### src/framer_ctrl_map.svh
// register offsets, field positions, reset values for the framer control
`ifndef FRAMER_CTRL_MAP_SVH
`define FRAMER_CTRL_MAP_SVH

// ****************************************
// register offsets (byte addresses)
// ****************************************
`define FRAMER_CONTROL_OFFSET 8'h10
`define ERROR_INSERT_CONTROL_OFFSET 8'h18

// ****************************************
// reset values
// ****************************************
`define FRAMER_CONTROL_RESET 16'h0000
`define ERROR_INSERT_CONTROL_RESET 8'h00

// ****************************************
// framer_control fields
// ****************************************
`define FC_SEND_ALARM_INDICATION 0
`define FC_SEND_REMOTE_ALARM 1
`define FC_TRANSPARENT_PASS_THROUGH 2
`define FC_NATIONAL_BIT_SOURCE_LO 3
`define FC_NATIONAL_BIT_SOURCE_HI 4
`define FC_SEND_IDLE_SIGNAL 5
`define FC_LINE_LOOP_ENABLE 6
`define FC_DIAG_LOOP_ENABLE 7
`define FC_CODE_VIOLATION_COUNT_SEL 8
`define FC_FRAME_ERR_COUNT_SEL_LO 9
`define FC_FRAME_ERR_COUNT_SEL_HI 10
`define FC_COUNT_DURING_LOF 11
`define FC_AUTO_BLOCK_ERROR_DEFEAT 12
`define FC_MANUAL_BLOCK_ERROR_VALUE 13
`define FC_PAYLOAD_LOOP_ENABLE 14
`define FC_WRITABLE_MASK 16'h7fff

// ****************************************
// error_insert_control fields
// ****************************************
`define EI_BIPOLAR_VIOLATION_INSERT 0
`define EI_EXCESS_ZERO_INSERT 1
`define EI_MANUAL_INSERT_MODE 7

// ****************************************
// national bit source codes
// ****************************************
`define NAT_FORCE_ONE 2'b00
`define NAT_FROM_HDLC 2'b01
`define NAT_FROM_FEAC 2'b10
`define NAT_FORCE_ZERO 2'b11

// ****************************************
// frame error counter selections
// ****************************************
`define FE_COUNT_LOF 2'b00
`define FE_COUNT_ILLEGAL_E3 2'b11

// ****************************************
// zero run lengths and codeword spans
// ****************************************
`define ZERO_RUN_T3 3
`define ZERO_RUN_E3 4
`define RUN_OF_ONES 3

`endif

### src/framer_ctrl_pkg.sv
// types shared by the framer control block and its line encoder
package framer_ctrl_pkg;

  // ****************************************
  // position of a bit within the frame
  // ****************************************
  typedef enum logic [3:0] {
    cls_info,
    cls_f,
    cls_m,
    cls_p,
    cls_x,
    cls_c3,
    cls_c4,
    cls_c,
    cls_fas,
    cls_rai,
    cls_nat
  } bit_class_type;

  typedef struct packed {
    logic data;
    bit_class_type cls;
  } tx_bit_type;

  typedef struct packed {
    logic clk;
    logic pos;
    logic neg;
  } line_type;

  // ****************************************
  // encoder symbol codes
  // ****************************************
  typedef enum logic [2:0] {
    sym_zero,
    sym_held,
    sym_one,
    sym_cstart,
    sym_viol,
    sym_bpv
  } symbol_type;

endpackage

### src/bipolar_encoder.sv
// b3zs / hdb3 line encoder with single error insertion
`timescale 1ns/1ps
`default_nettype none
`include "framer_ctrl_map.svh"

module bipolar_encoder
  import framer_ctrl_pkg::*;
(
  input wire logic pclk,
  input wire logic presetn,
  input wire logic ce,
  input wire logic step,
  input wire logic data,
  input wire logic e3_mode,
  input wire logic unipolar_mode,
  input wire logic bpv_arm,
  input wire logic exz_arm,
  output logic pos,
  output logic neg
);

  symbol_type buf_q [0:3];
  symbol_type buf_d [0:3];
  logic bpv_pend_q;
  logic exz_pend_q;
  logic last_pos_q;
  logic parity_q;
  logic zero_win;
  logic ones_win;
  logic use_bpv;
  logic use_exz;
  logic mark;
  logic mark_pos;
  symbol_type out_sym;

  // ****************************************
  // window check on the newest symbols
  // ****************************************
  always_comb begin
    buf_d[0] = data ? sym_one : sym_zero;
    buf_d[1] = buf_q[0];
    buf_d[2] = buf_q[1];
    buf_d[3] = buf_q[2];
    zero_win = (buf_d[0] == sym_zero) && (buf_d[1] == sym_zero) &&
               (buf_d[2] == sym_zero) &&
               (!e3_mode || buf_d[3] == sym_zero);
    ones_win = (buf_d[0] == sym_one) && (buf_d[1] == sym_one) &&
               (buf_d[2] == sym_one);
    use_bpv = bpv_pend_q && ones_win && !unipolar_mode;
    use_exz = exz_pend_q && zero_win && !unipolar_mode;
    if (use_bpv) begin
      buf_d[0] = sym_bpv;
    end else if (zero_win && !unipolar_mode) begin
      buf_d[0] = use_exz ? sym_held : sym_viol;
      buf_d[1] = sym_held;
      if (e3_mode) begin
        buf_d[2] = sym_held;
        buf_d[3] = use_exz ? sym_held : sym_cstart;
      end else begin
        buf_d[2] = use_exz ? sym_held : sym_cstart;
      end
    end
  end

  // ****************************************
  // symbol pipeline
  // ****************************************
  always_ff @(posedge pclk or negedge presetn) begin
    if (!presetn) begin
      for (int i = 0; i < 4; i++) begin
        buf_q[i] <= sym_zero;
      end
    end else if (ce && step) begin
      for (int i = 0; i < 4; i++) begin
        buf_q[i] <= buf_d[i];
      end
    end
  end

  // ****************************************
  // pending single inserts
  // ****************************************
  // one error per arm
  always_ff @(posedge pclk or negedge presetn) begin
    if (!presetn) begin
      bpv_pend_q <= 1'b0;
      exz_pend_q <= 1'b0;
    end else if (ce) begin
      if (bpv_arm) begin
        bpv_pend_q <= 1'b1;
      end else if (step && use_bpv) begin
        bpv_pend_q <= 1'b0;
      end
      if (exz_arm) begin
        exz_pend_q <= 1'b1;
      end else if (step && use_exz) begin
        exz_pend_q <= 1'b0;
      end
    end
  end

  // ****************************************
  // polarity of the emitted symbol
  // ****************************************
  always_comb begin
    out_sym = buf_q[3];
    case (out_sym)
      sym_one: mark = 1'b1;
      sym_cstart: mark = !parity_q;
      sym_viol: mark = 1'b1;
      sym_bpv: mark = 1'b1;
      default: mark = 1'b0;
    endcase
    if (out_sym == sym_viol || out_sym == sym_bpv) begin
      mark_pos = last_pos_q;
    end else begin
      mark_pos = !last_pos_q;
    end
  end

  always_ff @(posedge pclk or negedge presetn) begin
    if (!presetn) begin
      pos <= 1'b0;
      neg <= 1'b0;
      last_pos_q <= 1'b0;
      parity_q <= 1'b0;
    end else if (ce && step) begin
      if (unipolar_mode) begin
        pos <= (out_sym != sym_zero) && (out_sym != sym_held);
        neg <= 1'b0;
      end else begin
        pos <= mark && mark_pos;
        neg <= mark && !mark_pos;
        if (mark) begin
          last_pos_q <= mark_pos;
        end
        if (out_sym == sym_viol) begin
          parity_q <= 1'b0;
        end else if (mark) begin
          parity_q <= !parity_q;
        end
      end
    end
  end

endmodule // bipolar_encoder
`default_nettype wire

### src/framer_ctrl.sv
// t3/e3 framer control: loopbacks, alarms, overhead, counter setup, inserts
`timescale 1ns/1ps
`default_nettype none
`include "framer_ctrl_map.svh"

module framer_ctrl
  import framer_ctrl_pkg::*;
(
  input wire logic pclk,
  input wire logic presetn,
  input wire logic pce,
  input wire logic psel,
  input wire logic penable,
  input wire logic pwrite,
  input wire logic [7:0] paddr,
  input wire logic [31:0] pwdata,
  output logic [31:0] prdata,
  output logic pready,
  output logic pslverr,
  input wire logic e3_mode,
  input wire logic cbit_parity_mode,
  input wire logic unipolar_mode,
  input wire line_type line_rx,
  input wire logic line_tx_clock,
  output line_type line_tx,
  output line_type framer_rx,
  input wire logic manual_insert_pin,
  input wire tx_bit_type fmt_in,
  output logic fmt_step,
  input wire tx_bit_type rx_framed,
  input wire logic rx_framed_valid,
  output tx_bit_type rx_payload_out,
  input wire logic febe_error,
  input wire logic hdlc_nat_bit,
  input wire logic feac_nat_bit,
  input wire logic rx_nat_bit,
  output logic nat_bit_to_info,
  output logic nat_bit_to_hdlc,
  output logic nat_bit_to_feac,
  input wire logic lof_active,
  output logic [1:0] frame_err_count_mode,
  output logic frame_err_mode_illegal,
  output logic frame_err_count_enable,
  output logic framed_err_count_enable,
  output logic violation_event
);

  logic [15:0] framer_control_q;
  logic [7:0] error_insert_control_q;
  logic [7:0] eic_prev_q;
  logic [31:0] prdata_q;
  logic hit_fc;
  logic hit_eic;
  logic wr_en;
  logic [2:0] txc_q;
  logic [2:0] rxc_q;
  logic [1:0] rxp_q;
  logic [1:0] rxn_q;
  logic [2:0] man_q;
  logic tx_rise;
  logic rx_rise;
  logic rx_edge;
  logic ais_alt_q;
  logic [1:0] idle_ph_q;
  tx_bit_type rx_framed_q;
  tx_bit_type src;
  logic tx_data;
  logic enc_pos;
  logic enc_neg;
  logic trig_bpv;
  logic trig_exz;
  logic man_rise;
  logic prev_mark_pos_q;
  logic prev_bpv_pos_q;
  logic have_bpv_q;
  logic [2:0] rx_zeros_q;
  logic rx_mark;
  logic rx_same;
  logic rx_is_code;
  logic bpv_now;

  // ****************************************
  // apb register access
  // ****************************************
  assign hit_fc = (paddr == `FRAMER_CONTROL_OFFSET);
  assign hit_eic = (paddr == `ERROR_INSERT_CONTROL_OFFSET);
  assign wr_en = pce && psel && penable && pwrite;
  assign pready = 1'b1;
  assign pslverr = psel && penable && !hit_fc && !hit_eic;
  assign prdata = prdata_q;

  always_ff @(posedge pclk or negedge presetn) begin
    if (!presetn) begin
      framer_control_q <= `FRAMER_CONTROL_RESET;
      error_insert_control_q <= `ERROR_INSERT_CONTROL_RESET;
    end else if (wr_en) begin
      if (hit_fc) begin
        framer_control_q <= pwdata[15:0] & `FC_WRITABLE_MASK;
      end
      if (hit_eic) begin
        error_insert_control_q <= pwdata[7:0];
      end
    end
  end

  // read data captured in the setup cycle
  always_ff @(posedge pclk or negedge presetn) begin
    if (!presetn) begin
      prdata_q <= 32'h0000_0000;
    end else if (pce && psel && !penable) begin
      if (hit_fc) begin
        prdata_q <= {16'h0000, framer_control_q};
      end else if (hit_eic) begin
        prdata_q <= {24'h00_0000, error_insert_control_q};
      end else begin
        prdata_q <= 32'h0000_0000;
      end
    end
  end

  // ****************************************
  // pin synchronisers and edge finders
  // ****************************************
  always_ff @(posedge pclk or negedge presetn) begin
    if (!presetn) begin
      txc_q <= 3'h0;
      rxc_q <= 3'h0;
      rxp_q <= 2'h0;
      rxn_q <= 2'h0;
      man_q <= 3'h0;
    end else if (pce) begin
      txc_q <= {txc_q[1:0], line_tx_clock};
      rxc_q <= {rxc_q[1:0], line_rx.clk};
      rxp_q <= {rxp_q[0], line_rx.pos};
      rxn_q <= {rxn_q[0], line_rx.neg};
      man_q <= {man_q[1:0], manual_insert_pin};
    end
  end

  assign tx_rise = txc_q[1] && !txc_q[2];
  assign rx_rise = rxc_q[1] && !rxc_q[2];
  assign man_rise = man_q[1] && !man_q[2];
  assign fmt_step = pce && tx_rise;

  // ****************************************
  // transmit source and overhead
  // ****************************************
  always_ff @(posedge pclk or negedge presetn) begin
    if (!presetn) begin
      rx_framed_q <= '{data: 1'b0, cls: cls_info};
    end else if (pce && rx_framed_valid) begin
      rx_framed_q <= rx_framed;
    end
  end

  // received framed data passes on too
  assign rx_payload_out = rx_framed_q;

  always_comb begin
    if (framer_control_q[`FC_PAYLOAD_LOOP_ENABLE]) begin
      src = rx_framed_q;
    end else begin
      src = fmt_in;
    end
    tx_data = src.data;
    if (framer_control_q[`FC_SEND_ALARM_INDICATION]) begin
      if (e3_mode) begin
        tx_data = 1'b1;
      end else begin
        case (src.cls)
          cls_info: tx_data = ais_alt_q;
          cls_x: tx_data = 1'b1;
          cls_c3, cls_c4, cls_c: tx_data = 1'b0;
          default: tx_data = src.data;
        endcase
      end
    end else if (!e3_mode && framer_control_q[`FC_SEND_IDLE_SIGNAL]) begin
      case (src.cls)
        cls_info: tx_data = !idle_ph_q[1];
        cls_x: tx_data = 1'b1;
        cls_c3: tx_data = 1'b0;
        default: tx_data = src.data;
      endcase
    end else if (!framer_control_q[`FC_TRANSPARENT_PASS_THROUGH]) begin
      // overhead only when not passing through
      case (src.cls)
        cls_x: begin
          if (!e3_mode) begin
            tx_data = !framer_control_q[`FC_SEND_REMOTE_ALARM];
          end
        end
        cls_rai: begin
          if (e3_mode) begin
            tx_data = framer_control_q[`FC_SEND_REMOTE_ALARM];
          end
        end
        cls_nat: begin
          if (e3_mode) begin
            case (framer_control_q[`FC_NATIONAL_BIT_SOURCE_HI:
                                   `FC_NATIONAL_BIT_SOURCE_LO])
              `NAT_FORCE_ONE: tx_data = 1'b1;
              `NAT_FROM_HDLC: tx_data = hdlc_nat_bit;
              `NAT_FROM_FEAC: tx_data = feac_nat_bit;
              default: tx_data = 1'b0;
            endcase
          end
        end
        cls_c4: begin
          if (!e3_mode && cbit_parity_mode) begin
            if (framer_control_q[`FC_AUTO_BLOCK_ERROR_DEFEAT]) begin
              tx_data = !framer_control_q[`FC_MANUAL_BLOCK_ERROR_VALUE];
            end else begin
              tx_data = !febe_error;
            end
          end
        end
        default: tx_data = src.data;
      endcase
    end
  end

  always_ff @(posedge pclk or negedge presetn) begin
    if (!presetn) begin
      ais_alt_q <= 1'b1;
      idle_ph_q <= 2'h0;
    end else if (pce && tx_rise && src.cls == cls_info) begin
      ais_alt_q <= !ais_alt_q;
      idle_ph_q <= idle_ph_q + 2'h1;
    end
  end

  // ****************************************
  // error insert triggers
  // ****************************************
  always_ff @(posedge pclk or negedge presetn) begin
    if (!presetn) begin
      eic_prev_q <= `ERROR_INSERT_CONTROL_RESET;
    end else if (pce) begin
      eic_prev_q <= error_insert_control_q;
    end
  end

  always_comb begin
    if (error_insert_control_q[`EI_MANUAL_INSERT_MODE]) begin
      trig_bpv = man_rise &&
                 error_insert_control_q[`EI_BIPOLAR_VIOLATION_INSERT];
      trig_exz = man_rise && error_insert_control_q[`EI_EXCESS_ZERO_INSERT];
    end else begin
      trig_bpv = error_insert_control_q[`EI_BIPOLAR_VIOLATION_INSERT] &&
                 !eic_prev_q[`EI_BIPOLAR_VIOLATION_INSERT];
      trig_exz = error_insert_control_q[`EI_EXCESS_ZERO_INSERT] &&
                 !eic_prev_q[`EI_EXCESS_ZERO_INSERT];
    end
  end

  bipolar_encoder u_encoder (
    .pclk(pclk),
    .presetn(presetn),
    .ce(pce),
    .step(tx_rise),
    .data(tx_data),
    .e3_mode(e3_mode),
    .unipolar_mode(unipolar_mode),
    .bpv_arm(trig_bpv && !unipolar_mode),
    .exz_arm(trig_exz && !unipolar_mode),
    .pos(enc_pos),
    .neg(enc_neg)
  );

  // ****************************************
  // loopback steering
  // ****************************************
  always_comb begin
    if (framer_control_q[`FC_LINE_LOOP_ENABLE]) begin
      line_tx = '{clk: rxc_q[1], pos: rxp_q[1], neg: rxn_q[1]};
    end else begin
      line_tx = '{clk: txc_q[1], pos: enc_pos, neg: enc_neg};
    end
    if (framer_control_q[`FC_DIAG_LOOP_ENABLE]) begin
      framer_rx = '{clk: txc_q[1], pos: enc_pos, neg: enc_neg};
      rx_edge = tx_rise;
    end else begin
      framer_rx = '{clk: rxc_q[1], pos: rxp_q[1], neg: rxn_q[1]};
      rx_edge = rx_rise;
    end
  end

  // ****************************************
  // receive violation detection
  // ****************************************
  assign rx_mark = framer_rx.pos || framer_rx.neg;
  assign rx_same = rx_mark && (framer_rx.pos == prev_mark_pos_q);
  // substitution violations follow a zero run
  assign rx_is_code = e3_mode ? (rx_zeros_q >= 3'd2) : (rx_zeros_q >= 3'd1);
  assign bpv_now = rx_same && !rx_is_code;

  always_ff @(posedge pclk or negedge presetn) begin
    if (!presetn) begin
      prev_mark_pos_q <= 1'b0;
      prev_bpv_pos_q <= 1'b0;
      have_bpv_q <= 1'b0;
      rx_zeros_q <= 3'h7;
      violation_event <= 1'b0;
    end else if (pce) begin
      violation_event <= 1'b0;
      if (rx_edge && !unipolar_mode) begin
        if (rx_mark) begin
          prev_mark_pos_q <= framer_rx.pos;
          rx_zeros_q <= 3'h0;
        end else if (rx_zeros_q != 3'h7) begin
          rx_zeros_q <= rx_zeros_q + 3'h1;
        end
        if (bpv_now) begin
          have_bpv_q <= 1'b1;
          prev_bpv_pos_q <= framer_rx.pos;
          if (e3_mode && framer_control_q[`FC_CODE_VIOLATION_COUNT_SEL]) begin
            violation_event <= have_bpv_q &&
                               (prev_bpv_pos_q == framer_rx.pos);
          end else begin
            violation_event <= 1'b1;
          end
        end
      end
    end
  end

  // ****************************************
  // national bit fan-out and counter setup
  // ****************************************
  // national bit always delivered
  always_ff @(posedge pclk or negedge presetn) begin
    if (!presetn) begin
      nat_bit_to_info <= 1'b0;
      nat_bit_to_hdlc <= 1'b0;
      nat_bit_to_feac <= 1'b0;
    end else if (pce) begin
      nat_bit_to_info <= rx_nat_bit;
      nat_bit_to_hdlc <= rx_nat_bit;
      nat_bit_to_feac <= rx_nat_bit;
    end
  end

  assign frame_err_count_mode =
    framer_control_q[`FC_FRAME_ERR_COUNT_SEL_HI:`FC_FRAME_ERR_COUNT_SEL_LO];
  assign frame_err_mode_illegal =
    e3_mode && (frame_err_count_mode == `FE_COUNT_ILLEGAL_E3);
  assign framed_err_count_enable =
    !lof_active || framer_control_q[`FC_COUNT_DURING_LOF];
  assign frame_err_count_enable =
    (frame_err_count_mode == `FE_COUNT_LOF) || framed_err_count_enable;

endmodule // framer_ctrl
`default_nettype wire

### config.mk
export PLATFORM = sky130hd
export DESIGN_NAME = framer_ctrl
export DESIGN_NICKNAME = d
export VERILOG_FILES = /design/src/framer_ctrl_pkg.sv /design/src/bipolar_encoder.sv /design/src/framer_ctrl.sv
export VERILOG_INCLUDE_DIRS = /design/src /design/src/src
export SDC_FILE = /design/constraint.sdc
export NUM_CORES = 1
export LEC_CHECK = 0
export BUFFER_PORTS_ARGS = -buffer_cell sky130_fd_sc_hd__buf_2
export CORE_MARGIN = 2
export CORE_UTILIZATION = 35
export CTS_BUF_LIST = sky130_fd_sc_hd__clkbuf_16
export CTS_CLUSTER_DIAMETER = 100
export DETAILED_ROUTE_END_ITERATION = 6
export GPL_ROUTABILITY_DRIVEN = 1
export PLACE_DENSITY_LB_ADDON = 0.12
export SLEW_MARGIN = 20
export SYNTH_ARGS = -nofsm -noshare
export SYNTH_HDL_FRONTEND = slang
export SYNTH_SLANG_ARGS = --single-unit
### constraint.sdc
create_clock -name pclk -period 2.05 [get_ports pclk]
set_input_delay 0 -clock pclk [delete_from_list [all_inputs] [get_ports pclk]]
set_output_delay 0 -clock pclk [all_outputs]
set_load 0.005 [all_outputs]
==> impl_results.md, run 1 <==
* Total core area at 0.0121 sq mm
* Synth area leaders: dfrtp_1 48%, mux2_2 12%, nand2_1 4.1%
* Sequential-to-total area share from yosys stat at 0.499
* Count of warnings emitted by yosys at 0
* Die height at 116 um
* CP Cell Sequence: or3b_4, a221o_1, a221oi_2, a311oi_2, o21ai_2, nand3_2, a22o_1
* GRT Util Overall at 0.164
* Setup Skew at 0.00470 ns
* Final-report max-slew violation count at 0
* Post-DP Area at 0.00512 sq mm
* #FFs+latches synth at 87
* Number of enable flip-flop cells after synthesis at 0
* GPL Wtd Cong at 0.844
* Critical path peak fanout at 7
* Ys async rst share at 1.00
* Max incr delay on CP at 0.45 ns
* Initial Utilization at 0.361
* HPWL Detailed at 7.60 mm
* Clock buffer depth at 2
* Kind of critical path: reg2reg
* Worst setup EP type: flip-flop
* Die area at 0.0134 sq mm
* Num CTS Buffers at 9
* Via count at 3482
* Worst Hold Class: in2reg
* Mapped Cells at 402
* Outcome: finished, violations left
* Via density at 4.83
* Antenna violations before repair at 0
* Setup Viol. Count Final at 9
* Fraction of layout cells with a size suffix above 1 at 0.394
* Die X at 116 um
* Period minus WS final at 2.15 ns
* Most frequent cells in the layout: 88 x buf_2, 82 x dfrtp_1, 48 x nand2_1, 46 x mux2_2, 35 x buf_4
* CP required at 2.27 ns
* RSZ-0062 raised after global routing: true
* Pre-CTS WS at -0.195 ns
* Clk pin slew, worst setup/hold paths at 0.06 ns
* Number of port buffers at 89
* DR iter-0 viols at 186
* Cell taking the most area after synthesis: dfrtp_1
* Max Cap Violations at 0
* Commonest non-fill, non-tap cell in the layout: buf_2
* Area growth, synth to finish at 32.2%
* Synth cell types at 62
* Sink Count at 87
* Average size of a mapped cell at 10.9 sq um
* Area taken by flip-flops and latches at 0.00218 sq mm
* Crit-path slowest cell: dfrtp_2
* Setup tns final at -0.606 ns
* CP delay by family, top: compound AO/OA/AOI/OAI gates
* Number of detailed-route iterations in the first pass at 4
* Failing checks: negative setup slack
* Largest net degree at the start of global routing at 57
* Vias in the first global route at 3426
* Fillers at 1180
* Remaining DRCs at 0
* Leak at 2.83 nW
* H-tree lvl count at 3
* Row count at 40
* Clock Latency Late Sink at 0.33 ns
* Fmax at 465 MHz
* Multi-input gate area at 0.00199 sq mm
* Final period util at 1.05
* Post-synth top flop: dfrtp_1
* First-pass GRT wire length at 17.0 mm
* Antenna-violating nets left at 0
* Syn Std Cell Area at 0.00437 sq mm
* Power Dens Cells at 830 mW/mm^2
* Share of the synthesized area in the top cell type at 0.475
* Worst hold slack at 0.0319 ns
* Post-layout nets at 622
* TritonCTS clock tree: yes
* WL final at 10.5 mm
* Peak supply drop at 505 uV
* GR Overflow Total at 0
* WL/cell at 14.6 um
* Arr. time, crit path at 2.37 ns
* # diodes at 0
* Crit start category: flip-flop
* Hold Fails Final Rpt at 0
* Buffer and inverter count on the worst path at 0
* Number of placed I/O pins at 125
* Final setup margin at -0.100 ns
* Clock root buffer: clkbuf_16
* Final instance area at 0.00578 sq mm
state kept, by name, summed over array words and instances, names as in the netlist, 2 cells and up:
register	cells
u_encoder.out_sym	3
txc_q	3
man_q	3
rxn_q	2
framer_control_q	15
rx_zeros_q	3
rxc_q	3
rxp_q	2
idle_ph_q	2
error_insert_control_q	8
rx_payload_out	5
eic_prev_q	2
u_encoder.buf_q	9
prdata	15
report_power, final:
part           leakage (nW)  switching, W  internal (W)
Clock                 0.140      0.000656      0.000933
Sequential             1.13      0.000242       0.00198
Combinational          1.55      0.000471      0.000513
Total                  2.83       0.00137       0.00343
path summary, 6_finish.rpt:
check | from | to | slack (ns) | cells past startpoint
setup / recovery | framer_control_q[14] | u_encoder.bpv_pend_q | -0.10 | 7
hold / removal | unipolar_mode | u_encoder.pos | 0.03 | 3
max in group asynchronous | presetn | rx_zeros_q[2] | 1.21 | 3
setup reg to reg | framer_control_q[14] | u_encoder.bpv_pend_q | -0.10 | 7
min in group asynchronous | presetn | error_insert_control_q[4] | 0.14 | 2
hold reg to reg | idle_ph_q[0] | idle_ph_q[0] | 0.47 | 1
timing repair:
action                     in CTS  in global routing
resized for setup               4                  9
pin swaps                       8                  1
hold buffers                   28                  0
buffers inserted                2                  1
hold endpoints to repair       66                  0
setup endpoints to repair      11                 12
cell families (layout without fill, tap and decap cells):
kind of cell / after synthesis / after routing / synth area share
and+or+nand+nor: 109 / 109 / 0.126
DFF: 87 / 87 / 0.499
AOI/OAI and AO/OA: 81 / 81 / 0.125
muxes: 60 / 60 / 0.153
buffers and inverters: 54 / 189 / 0.0725
xor gates and xnor gates: 5 / 5 / 0.0100
adders and majority gates: 4 / 4 / 0.0115
other: 2 / 18 / 0.00172
layout make-up:
class	instances	area share
Sequential cell	87	0.378
Tap cell	168	0.0364
Clock inverter	7	0.0110
Inverter	20	0.0130
Multi-Input combinational cell	277	0.345
Clock buffer	9	0.0390
Timing Repair Buffer	153	0.177
metal layers:
layer | up-vias | part of all wire | track usage
met3 | 14 | 0.034 | 0.0366
met4 | 0 | 0.018 | 0.0563
met5 | - | 0 | 0
li1 | 1675 | - | -
met1 | 1707 | 0.46 | 0.221
met2 | 86 | 0.49 | 0.261
synth_stat cells, drive strengths merged, types with 7 or more instances:
library cell and instances:
mux2i 14, clkbuf 7, inv 20, buf 27, dfrtp 83, mux2 46
o21ai 26, a22o 11, nand2 49, a21oi 13, nor2 20
worst reg2reg max path: stages (launching register included):
cell and delay [ns]:
dfrtp_2 0.45, or3b_4 0.39, a221o_1 0.33, a221oi_2 0.26
a311oi_2 0.08, o21ai_2 0.21, nand3_2 0.11, a22o_1 0.22
metrics by stage:
step                      total power, W   util  std cells
after floorplan                  0.00279      -        418
after global placement           0.00314  0.423        674
after detailed placement         0.00316  0.423        674
after CTS                        0.00484  0.473        720
after global routing             0.00509  0.477        721
final                            0.00479  0.477        721
No activity file was read; power rests on OpenSTA's default activity.
==> run 2: changes to the inputs <==
--- a/config.mk
+++ b/config.mk
@@ -6,10 +6,11 @@
 export SDC_FILE = /design/constraint.sdc
 export NUM_CORES = 1
 export LEC_CHECK = 0
+export ABC_AREA = 1
 export BUFFER_PORTS_ARGS = -buffer_cell sky130_fd_sc_hd__buf_2
 export CORE_MARGIN = 2
 export CORE_UTILIZATION = 35
-export CTS_BUF_LIST = sky130_fd_sc_hd__clkbuf_16
+export CTS_BUF_LIST = sky130_fd_sc_hd__clkbuf_2
 export CTS_CLUSTER_DIAMETER = 100
 export DETAILED_ROUTE_END_ITERATION = 6
 export GPL_ROUTABILITY_DRIVEN = 1
==> run 2 against run 1 <==
  * The run now ends clean
  * Sequential cell count stayed put
  * Sequential power is 2% lower
  * Core utilization down 1.0 points
  * Wire length is 1.1% lower
  * Highest routed layer unchanged
  * Critical path depth increased by 9
  * Hold slack better by 0.034 ns
  * Critical path type unchanged
  * Combinational power decreased by 0.6%
  * Non-clock buffer count is 3 lower
==> impl_results.md, run 2 <==
* Number of detailed-route iterations in the first pass at 5
* Worst-Margin Slew at 0.530 ns
* Kind of critical path: reg2reg
* Number of enable flip-flop cells after synthesis at 0
* Most frequent cells after synthesis: 144 x nand2_1, 83 x dfrtp_1, 67 x inv_1
* Cell taking the most area after synthesis: dfrtp_1
* Leak at 2.82 nW
* Via count at 3823
* Synth area leaders: dfrtp_1 47%, nand2_1 12%, inv_1 5.7%
* Fillers at 1254
* GR Overflow Total at 0
* Max Cap Violations at 0
* TritonCTS clock tree: yes
* Arr. time, crit path at 2.38 ns
* Via density at 4.46
* Critical path peak fanout at 6
* Vias in the first global route at 3764
* Num CTS Buffers at 9
* Setup tns final at 0 ns
* Fmax at 526 MHz
* Worst Hold Class: in2reg
* Setup Skew at 0.0291 ns
* Crit start category: flip-flop
* Average size of a mapped cell at 8.08 sq um
* Antenna-violating nets left at 0
* Final period util at 0.927
* WL/cell at 12.2 um
* DR iter-0 viols at 128
* Outcome: finished clean
* Hold Crit Depth at 6
* Power Dens Cells at 687 mW/mm^2
* Remaining DRCs at 0
* Share of the synthesized area in the top cell type at 0.472
* Post-DP Area at 0.00497 sq mm
* Final instance area at 0.00568 sq mm
* Pre-CTS WS at 0.0518 ns
* Leading cell type by number of instances after synthesis: nand2_1
* #FFs+latches synth at 87
* Row count at 40
* Peak supply drop at 296 uV
* Worst setup EP type: flip-flop
* Final setup margin at 0.150 ns
* First-pass GRT wire length at 17.6 mm
* WL final at 10.4 mm
* # diodes at 0
* Ys async rst share at 1.00
* Die height at 116 um
* Post-layout nets at 758
* Largest net degree at the start of global routing at 55
* Post-synth top flop: dfrtp_1
* Die X at 116 um
* Initial Utilization at 0.362
* R2R cell count at 16
* Setup Viol. Count Final at 0
* Sequential-to-total area share from yosys stat at 0.496
* Synth cell types at 42
* Clk pin slew, worst setup/hold paths at 0.24 ns
* Final-report max-slew violation count at 0
* Period minus WS final at 1.90 ns
* Syn Std Cell Area at 0.00440 sq mm
* Number of port buffers at 89
* Hold Fails Final Rpt at 0
* H-tree lvl count at 3
* GPL Wtd Cong at 0.790
* Commonest non-fill, non-tap cell in the layout: nand2_1
* Clock root buffer: clkbuf_2
* Clock Latency Late Sink at 0.54 ns
* HPWL Detailed at 7.13 mm
* Placed cell count at 789
* Count of warnings emitted by yosys at 0
* CP required at 2.53 ns
* Total core area at 0.0122 sq mm
* Fraction of layout cells with a size suffix above 1 at 0.244
* Most frequent cells in the layout: 132 x nand2_1, 87 x buf_2, 82 x dfrtp_1, 66 x inv_1, 48 x dlygate4sd3_1
* Die area at 0.0135 sq mm
* Mapped Cells at 545
* Area growth, synth to finish at 29.0%
* GRT Util Overall at 0.166
* Antenna violations before repair at 0
* Clock buffer depth at 2
* RSZ-0062 raised after global routing: true
* Final Non-Filler Cells at 857
* Worst slew margin at 0.644
* Sink Count at 87
* Number of placed I/O pins at 125
run 2: changes by cell type in the layout (fill, tap and decap cells not counted), sizes merged, moves of 11 or more:
cell	previous run	this run
mux2i	14	0
nand3	6	26
mux2	46	5
nand2	49	156
inv	20	69
dlygate4sd3	28	48
nor2	20	47
buf	125	101
o21ai	26	51
a22o	11	0
run 2: logic make-up after synthesis:
logic type	after synthesis	synth area share
AND/OR/NAND/NOR	246	0.243
AO/OA/AOI/OAI	87	0.110
other	2	0.00171
adder cells (fa/ha/maj)	4	0.0114
flip-flops	87	0.496
multiplexers	5	0.0128
XOR/XNOR	6	0.0119
buffers and inverters	108	0.114
run 2: worst max-delay path: stages, from the launching register on:
cell     delay [ns]
dfrtp_2        0.53
buf_6          0.14
nand2_4        0.07
nand2_8        0.07
nor2_4         0.14
nand2_2        0.06
nand3_2        0.07
nand2_2        0.05
a21oi_2        0.10
nand2_1        0.05
nand2_1        0.06
nand2_2        0.07
nand2_4        0.10
nand3_1        0.10
nand2_1        0.09
nand3_1        0.06
nand2_1        0.06
run 2: layer usage:
metal	up-vias	global-route usage	routed length, um	part of all wire
met1	1773	0.229	5000	0.48
met5	-	0	0	0
met3	9	0.0228	309	0.030
met4	0	0.0579	131	0.013
met2	75	0.271	4980	0.48
li1	1966	-	-	-
run 2: repair_timing:
item,4_1_cts,5_1_grt
buffers inserted,0,3
gates resized for setup,0,34
setup endpoints to repair,0,14
hold buffers,49,0
hold endpoints to repair,152,0
run 2: final timing paths:
check	start	slack, ns	to
worst min-delay path	psel	0.07	prdata[4]
worst max-delay path	framer_control_q[14]	0.15	u_encoder.out_sym[1]
max in group asynchronous	presetn	1.17	rx_zeros_q[1]
worst min register to register	have_bpv_q	0.48	have_bpv_q
min in group asynchronous	presetn	0.50	framer_control_q[11]
worst max register to register	framer_control_q[14]	0.15	u_encoder.out_sym[1]
run 2: power breakdown:
group          leakage, nW  internal (W)  switching [W]
logic                 1.68      0.000440       0.000539
clock network       0.0568      0.000158       0.000588
registers             1.09       0.00200       0.000178
run 2: final cells by class:
cell class	count	area, sq um	share of cell area
clock buffers	11	55.1	0.00970
clock inverters	5	25.0	0.00441
inverters	70	265	0.0467
multi-input cells	366	1870	0.330
flip-flops and latches	87	2180	0.385
well taps	168	210	0.0370
repair buffers	150	1060	0.188
run 2: per-stage QoR:
step | hold slack [ns] | util | power [W]
finish | 0.0660 | 0.467 | 0.00390
global route | 0.0909 | 0.467 | 0.00419
CTS | 0.0244 | 0.456 | 0.00392
detailed placement | -0.00343 | 0.408 | 0.00307
global placement | -0.0143 | 0.408 | 0.00305
floorplan | -0.296 | - | 0.00276
==> run 3: changes to the inputs <==
--- a/config.mk
+++ b/config.mk
@@ -6,7 +6,6 @@
 export SDC_FILE = /design/constraint.sdc
 export NUM_CORES = 1
 export LEC_CHECK = 0
-export ABC_AREA = 1
 export BUFFER_PORTS_ARGS = -buffer_cell sky130_fd_sc_hd__buf_2
 export CORE_MARGIN = 2
 export CORE_UTILIZATION = 35
@@ -14,6 +13,7 @@
 export CTS_CLUSTER_DIAMETER = 100
 export DETAILED_ROUTE_END_ITERATION = 6
 export GPL_ROUTABILITY_DRIVEN = 1
+export GPL_TIMING_DRIVEN = 0
 export PLACE_DENSITY_LB_ADDON = 0.12
 export SLEW_MARGIN = 20
 export SYNTH_ARGS = -nofsm -noshare
==> run 3 against run 2 <==
  * The run now ends with negative setup slack left
  * Clock skew up 0.0062 ns
  * Fmax down 17%
  * Sequential power up 2%
  * Clock power up 14%
  * Count of clock-buffer cells in the layout down 2
  * Combinational power up 4%
  * Final area up 2.1%
  * Cell count down 14%
  * Core utilization up 1.2 points
  * Non-clock buffer count up 18
  * Global-route usage about the same
  * Sequential cell count unchanged
  * Critical endpoint unchanged
  * Largest power group unchanged
==> impl_results.md, run 3 (synthesis gave the netlist of run 1 again) <==
* Worst-Margin Slew at 0.733 ns
* Peak supply drop at 472 uV
* Max Cap Violations at 0
* Hold_sp: fmt_in[2]
* Power Dens Cells at 707 mW/mm^2
* H-tree lvl count at 3
* Area growth, synth to finish at 32.7%
* Kind of critical path: reg2reg
* Outcome: finished, violations left
* Post-layout nets at 637
* Final period util at 1.11
* TritonCTS clock tree: yes
* Final setup margin at -0.228 ns
* Commonest non-fill, non-tap cell in the layout: buf_2
* Number of port buffers at 87
* WL/cell at 14.7 um
* WL final at 10.8 mm
* Worst hold slack at 0.0289 ns
* First-pass GRT wire length at 17.3 mm
* Worst setup EP type: flip-flop
* Num CTS Buffers at 9
* Die area at 0.0134 sq mm
* Clk pin slew, worst setup/hold paths at 0.22 ns
* Worst Hold Class: in2reg
* Arr. time, crit path at 2.72 ns
* Placed cell count at 674
* Fraction of layout cells with a size suffix above 1 at 0.390
* Die height at 116 um
* Final Non-Filler Cells at 735
* HPWL Detailed at 7.54 mm
* Setup Viol. Count Final at 10
* Antenna violations before repair at 1
* Sink Count at 87
* DR iter-0 viols at 178
* Fmax at 439 MHz
* R2R cell count at 8
* Flop-to-flop setup slack at -0.23 ns
* GPL Wtd Cong at 0.830
* Initial Utilization at 0.361
* Vias in the first global route at 3423
* Leak at 2.84 nW
* RSZ-0062 raised after global routing: true
* Worst slew margin at 0.511
* Via density at 4.82
* Setup Skew at 0.0352 ns
* Row count at 40
* Setup tns final at -1.68 ns
* Die X at 116 um
* Clock buffer depth at 2
* Remaining DRCs at 0
* RR Startpoint: framer_control_q[14]
* Largest net degree at the start of global routing at 62
* Antenna-violating nets left at 0
* Clock Latency Late Sink at 0.54 ns
* Hold Crit Depth at 5
* Hold Fails Final Rpt at 0
* GR Overflow Total at 0
* Failing checks: negative setup slack
* Critical path peak fanout at 7
* RR Endpoint: u_encoder.out_sym[1]
* GRT Util Overall at 0.167
* Min-Delay Endpoint: ais_alt_q
* Crit start category: flip-flop
* Total core area at 0.0121 sq mm
* CP required at 2.49 ns
* Fillers at 1190
* Final-report max-slew violation count at 0
* Clock root buffer: clkbuf_2
* Via count at 3545
* Period minus WS final at 2.28 ns
* Most frequent cells in the layout: 87 x buf_2, 82 x dfrtp_1, 48 x nand2_1, 46 x mux2_2, 40 x dlygate4sd3_1
* Number of placed I/O pins at 125
* Number of detailed-route iterations in the first pass at 4
* Pre-CTS WS at -0.243 ns
run 3: per-layer routing:
metal	vias up	wire (um)	global-route usage
met5	-	0	0
met3	11	428	0.0356
met2	78	5160	0.273
met4	0	157	0.0452
met1	1740	5040	0.225
li1	1716	-	-
run 3: timing repair:
action	4_1_cts	5_1_grt
setup endpoints to repair	18	20
gates resized for setup	17	7
buffers inserted	2	3
hold endpoints to repair	144	0
pin swaps	6	2
hold buffers	42	0
run 3: report_power, final:
part,total [W],internal [W],switching [W]
clock network,0.000854,0.000269,0.000585
logic,0.00102,0.000531,0.000488
registers,0.00222,0.00198,0.000249
total,0.00410,0.00278,0.00132
run 3: worst max path at each step:
stage	end	startpoint	cells after the start	slack, ns
6_report	u_encoder.out_sym[1]	framer_control_q[14]	8	-0.23
3_3_place_gp	u_encoder.bpv_pend_q	framer_control_q[14]	8	-0.22
5_1_grt	u_encoder.out_sym[1]	framer_control_q[14]	9	-0.34
4_1_cts	u_encoder.out_sym[1]	framer_control_q[14]	8	-0.18
2_1_floorplan	u_encoder.bpv_pend_q	framer_control_q[14]	8	-0.10
3_5_place_dp	u_encoder.bpv_pend_q	framer_control_q[14]	8	-0.24
run 3: through the flow:
stage               area, sq um  power (W)  utilization
global route               5800    0.00438        0.479
global placement           5080    0.00310        0.420
CTS                        5740    0.00410        0.474
finish                     5800    0.00410        0.479
detailed placement         5110    0.00313        0.422
floorplan                  4440    0.00279            -
run 3: layout make-up:
class                   instances  area (sq um)  share of cell area
inverters                      20          75.1              0.0129
diodes                          1          2.50            0.000432
plain buffers                  33           239              0.0412
flip-flops and latches         87          2180               0.377
clock buffers                   9          45.0             0.00777
well taps                     168           210              0.0363
multi-input cells             277          2040               0.353
repair buffers                135           940               0.162
clock inverters                 5          58.8              0.0101
run 3: critical path: stages, from the launching register on:
cell      delay, ns
dfrtp_1        0.42
buf_6          0.14
or3b_4         0.39
a221o_1        0.35
a221oi_2       0.24
a311oi_2       0.09
mux2_2         0.29
nand4b_1       0.18
o31ai_2        0.08
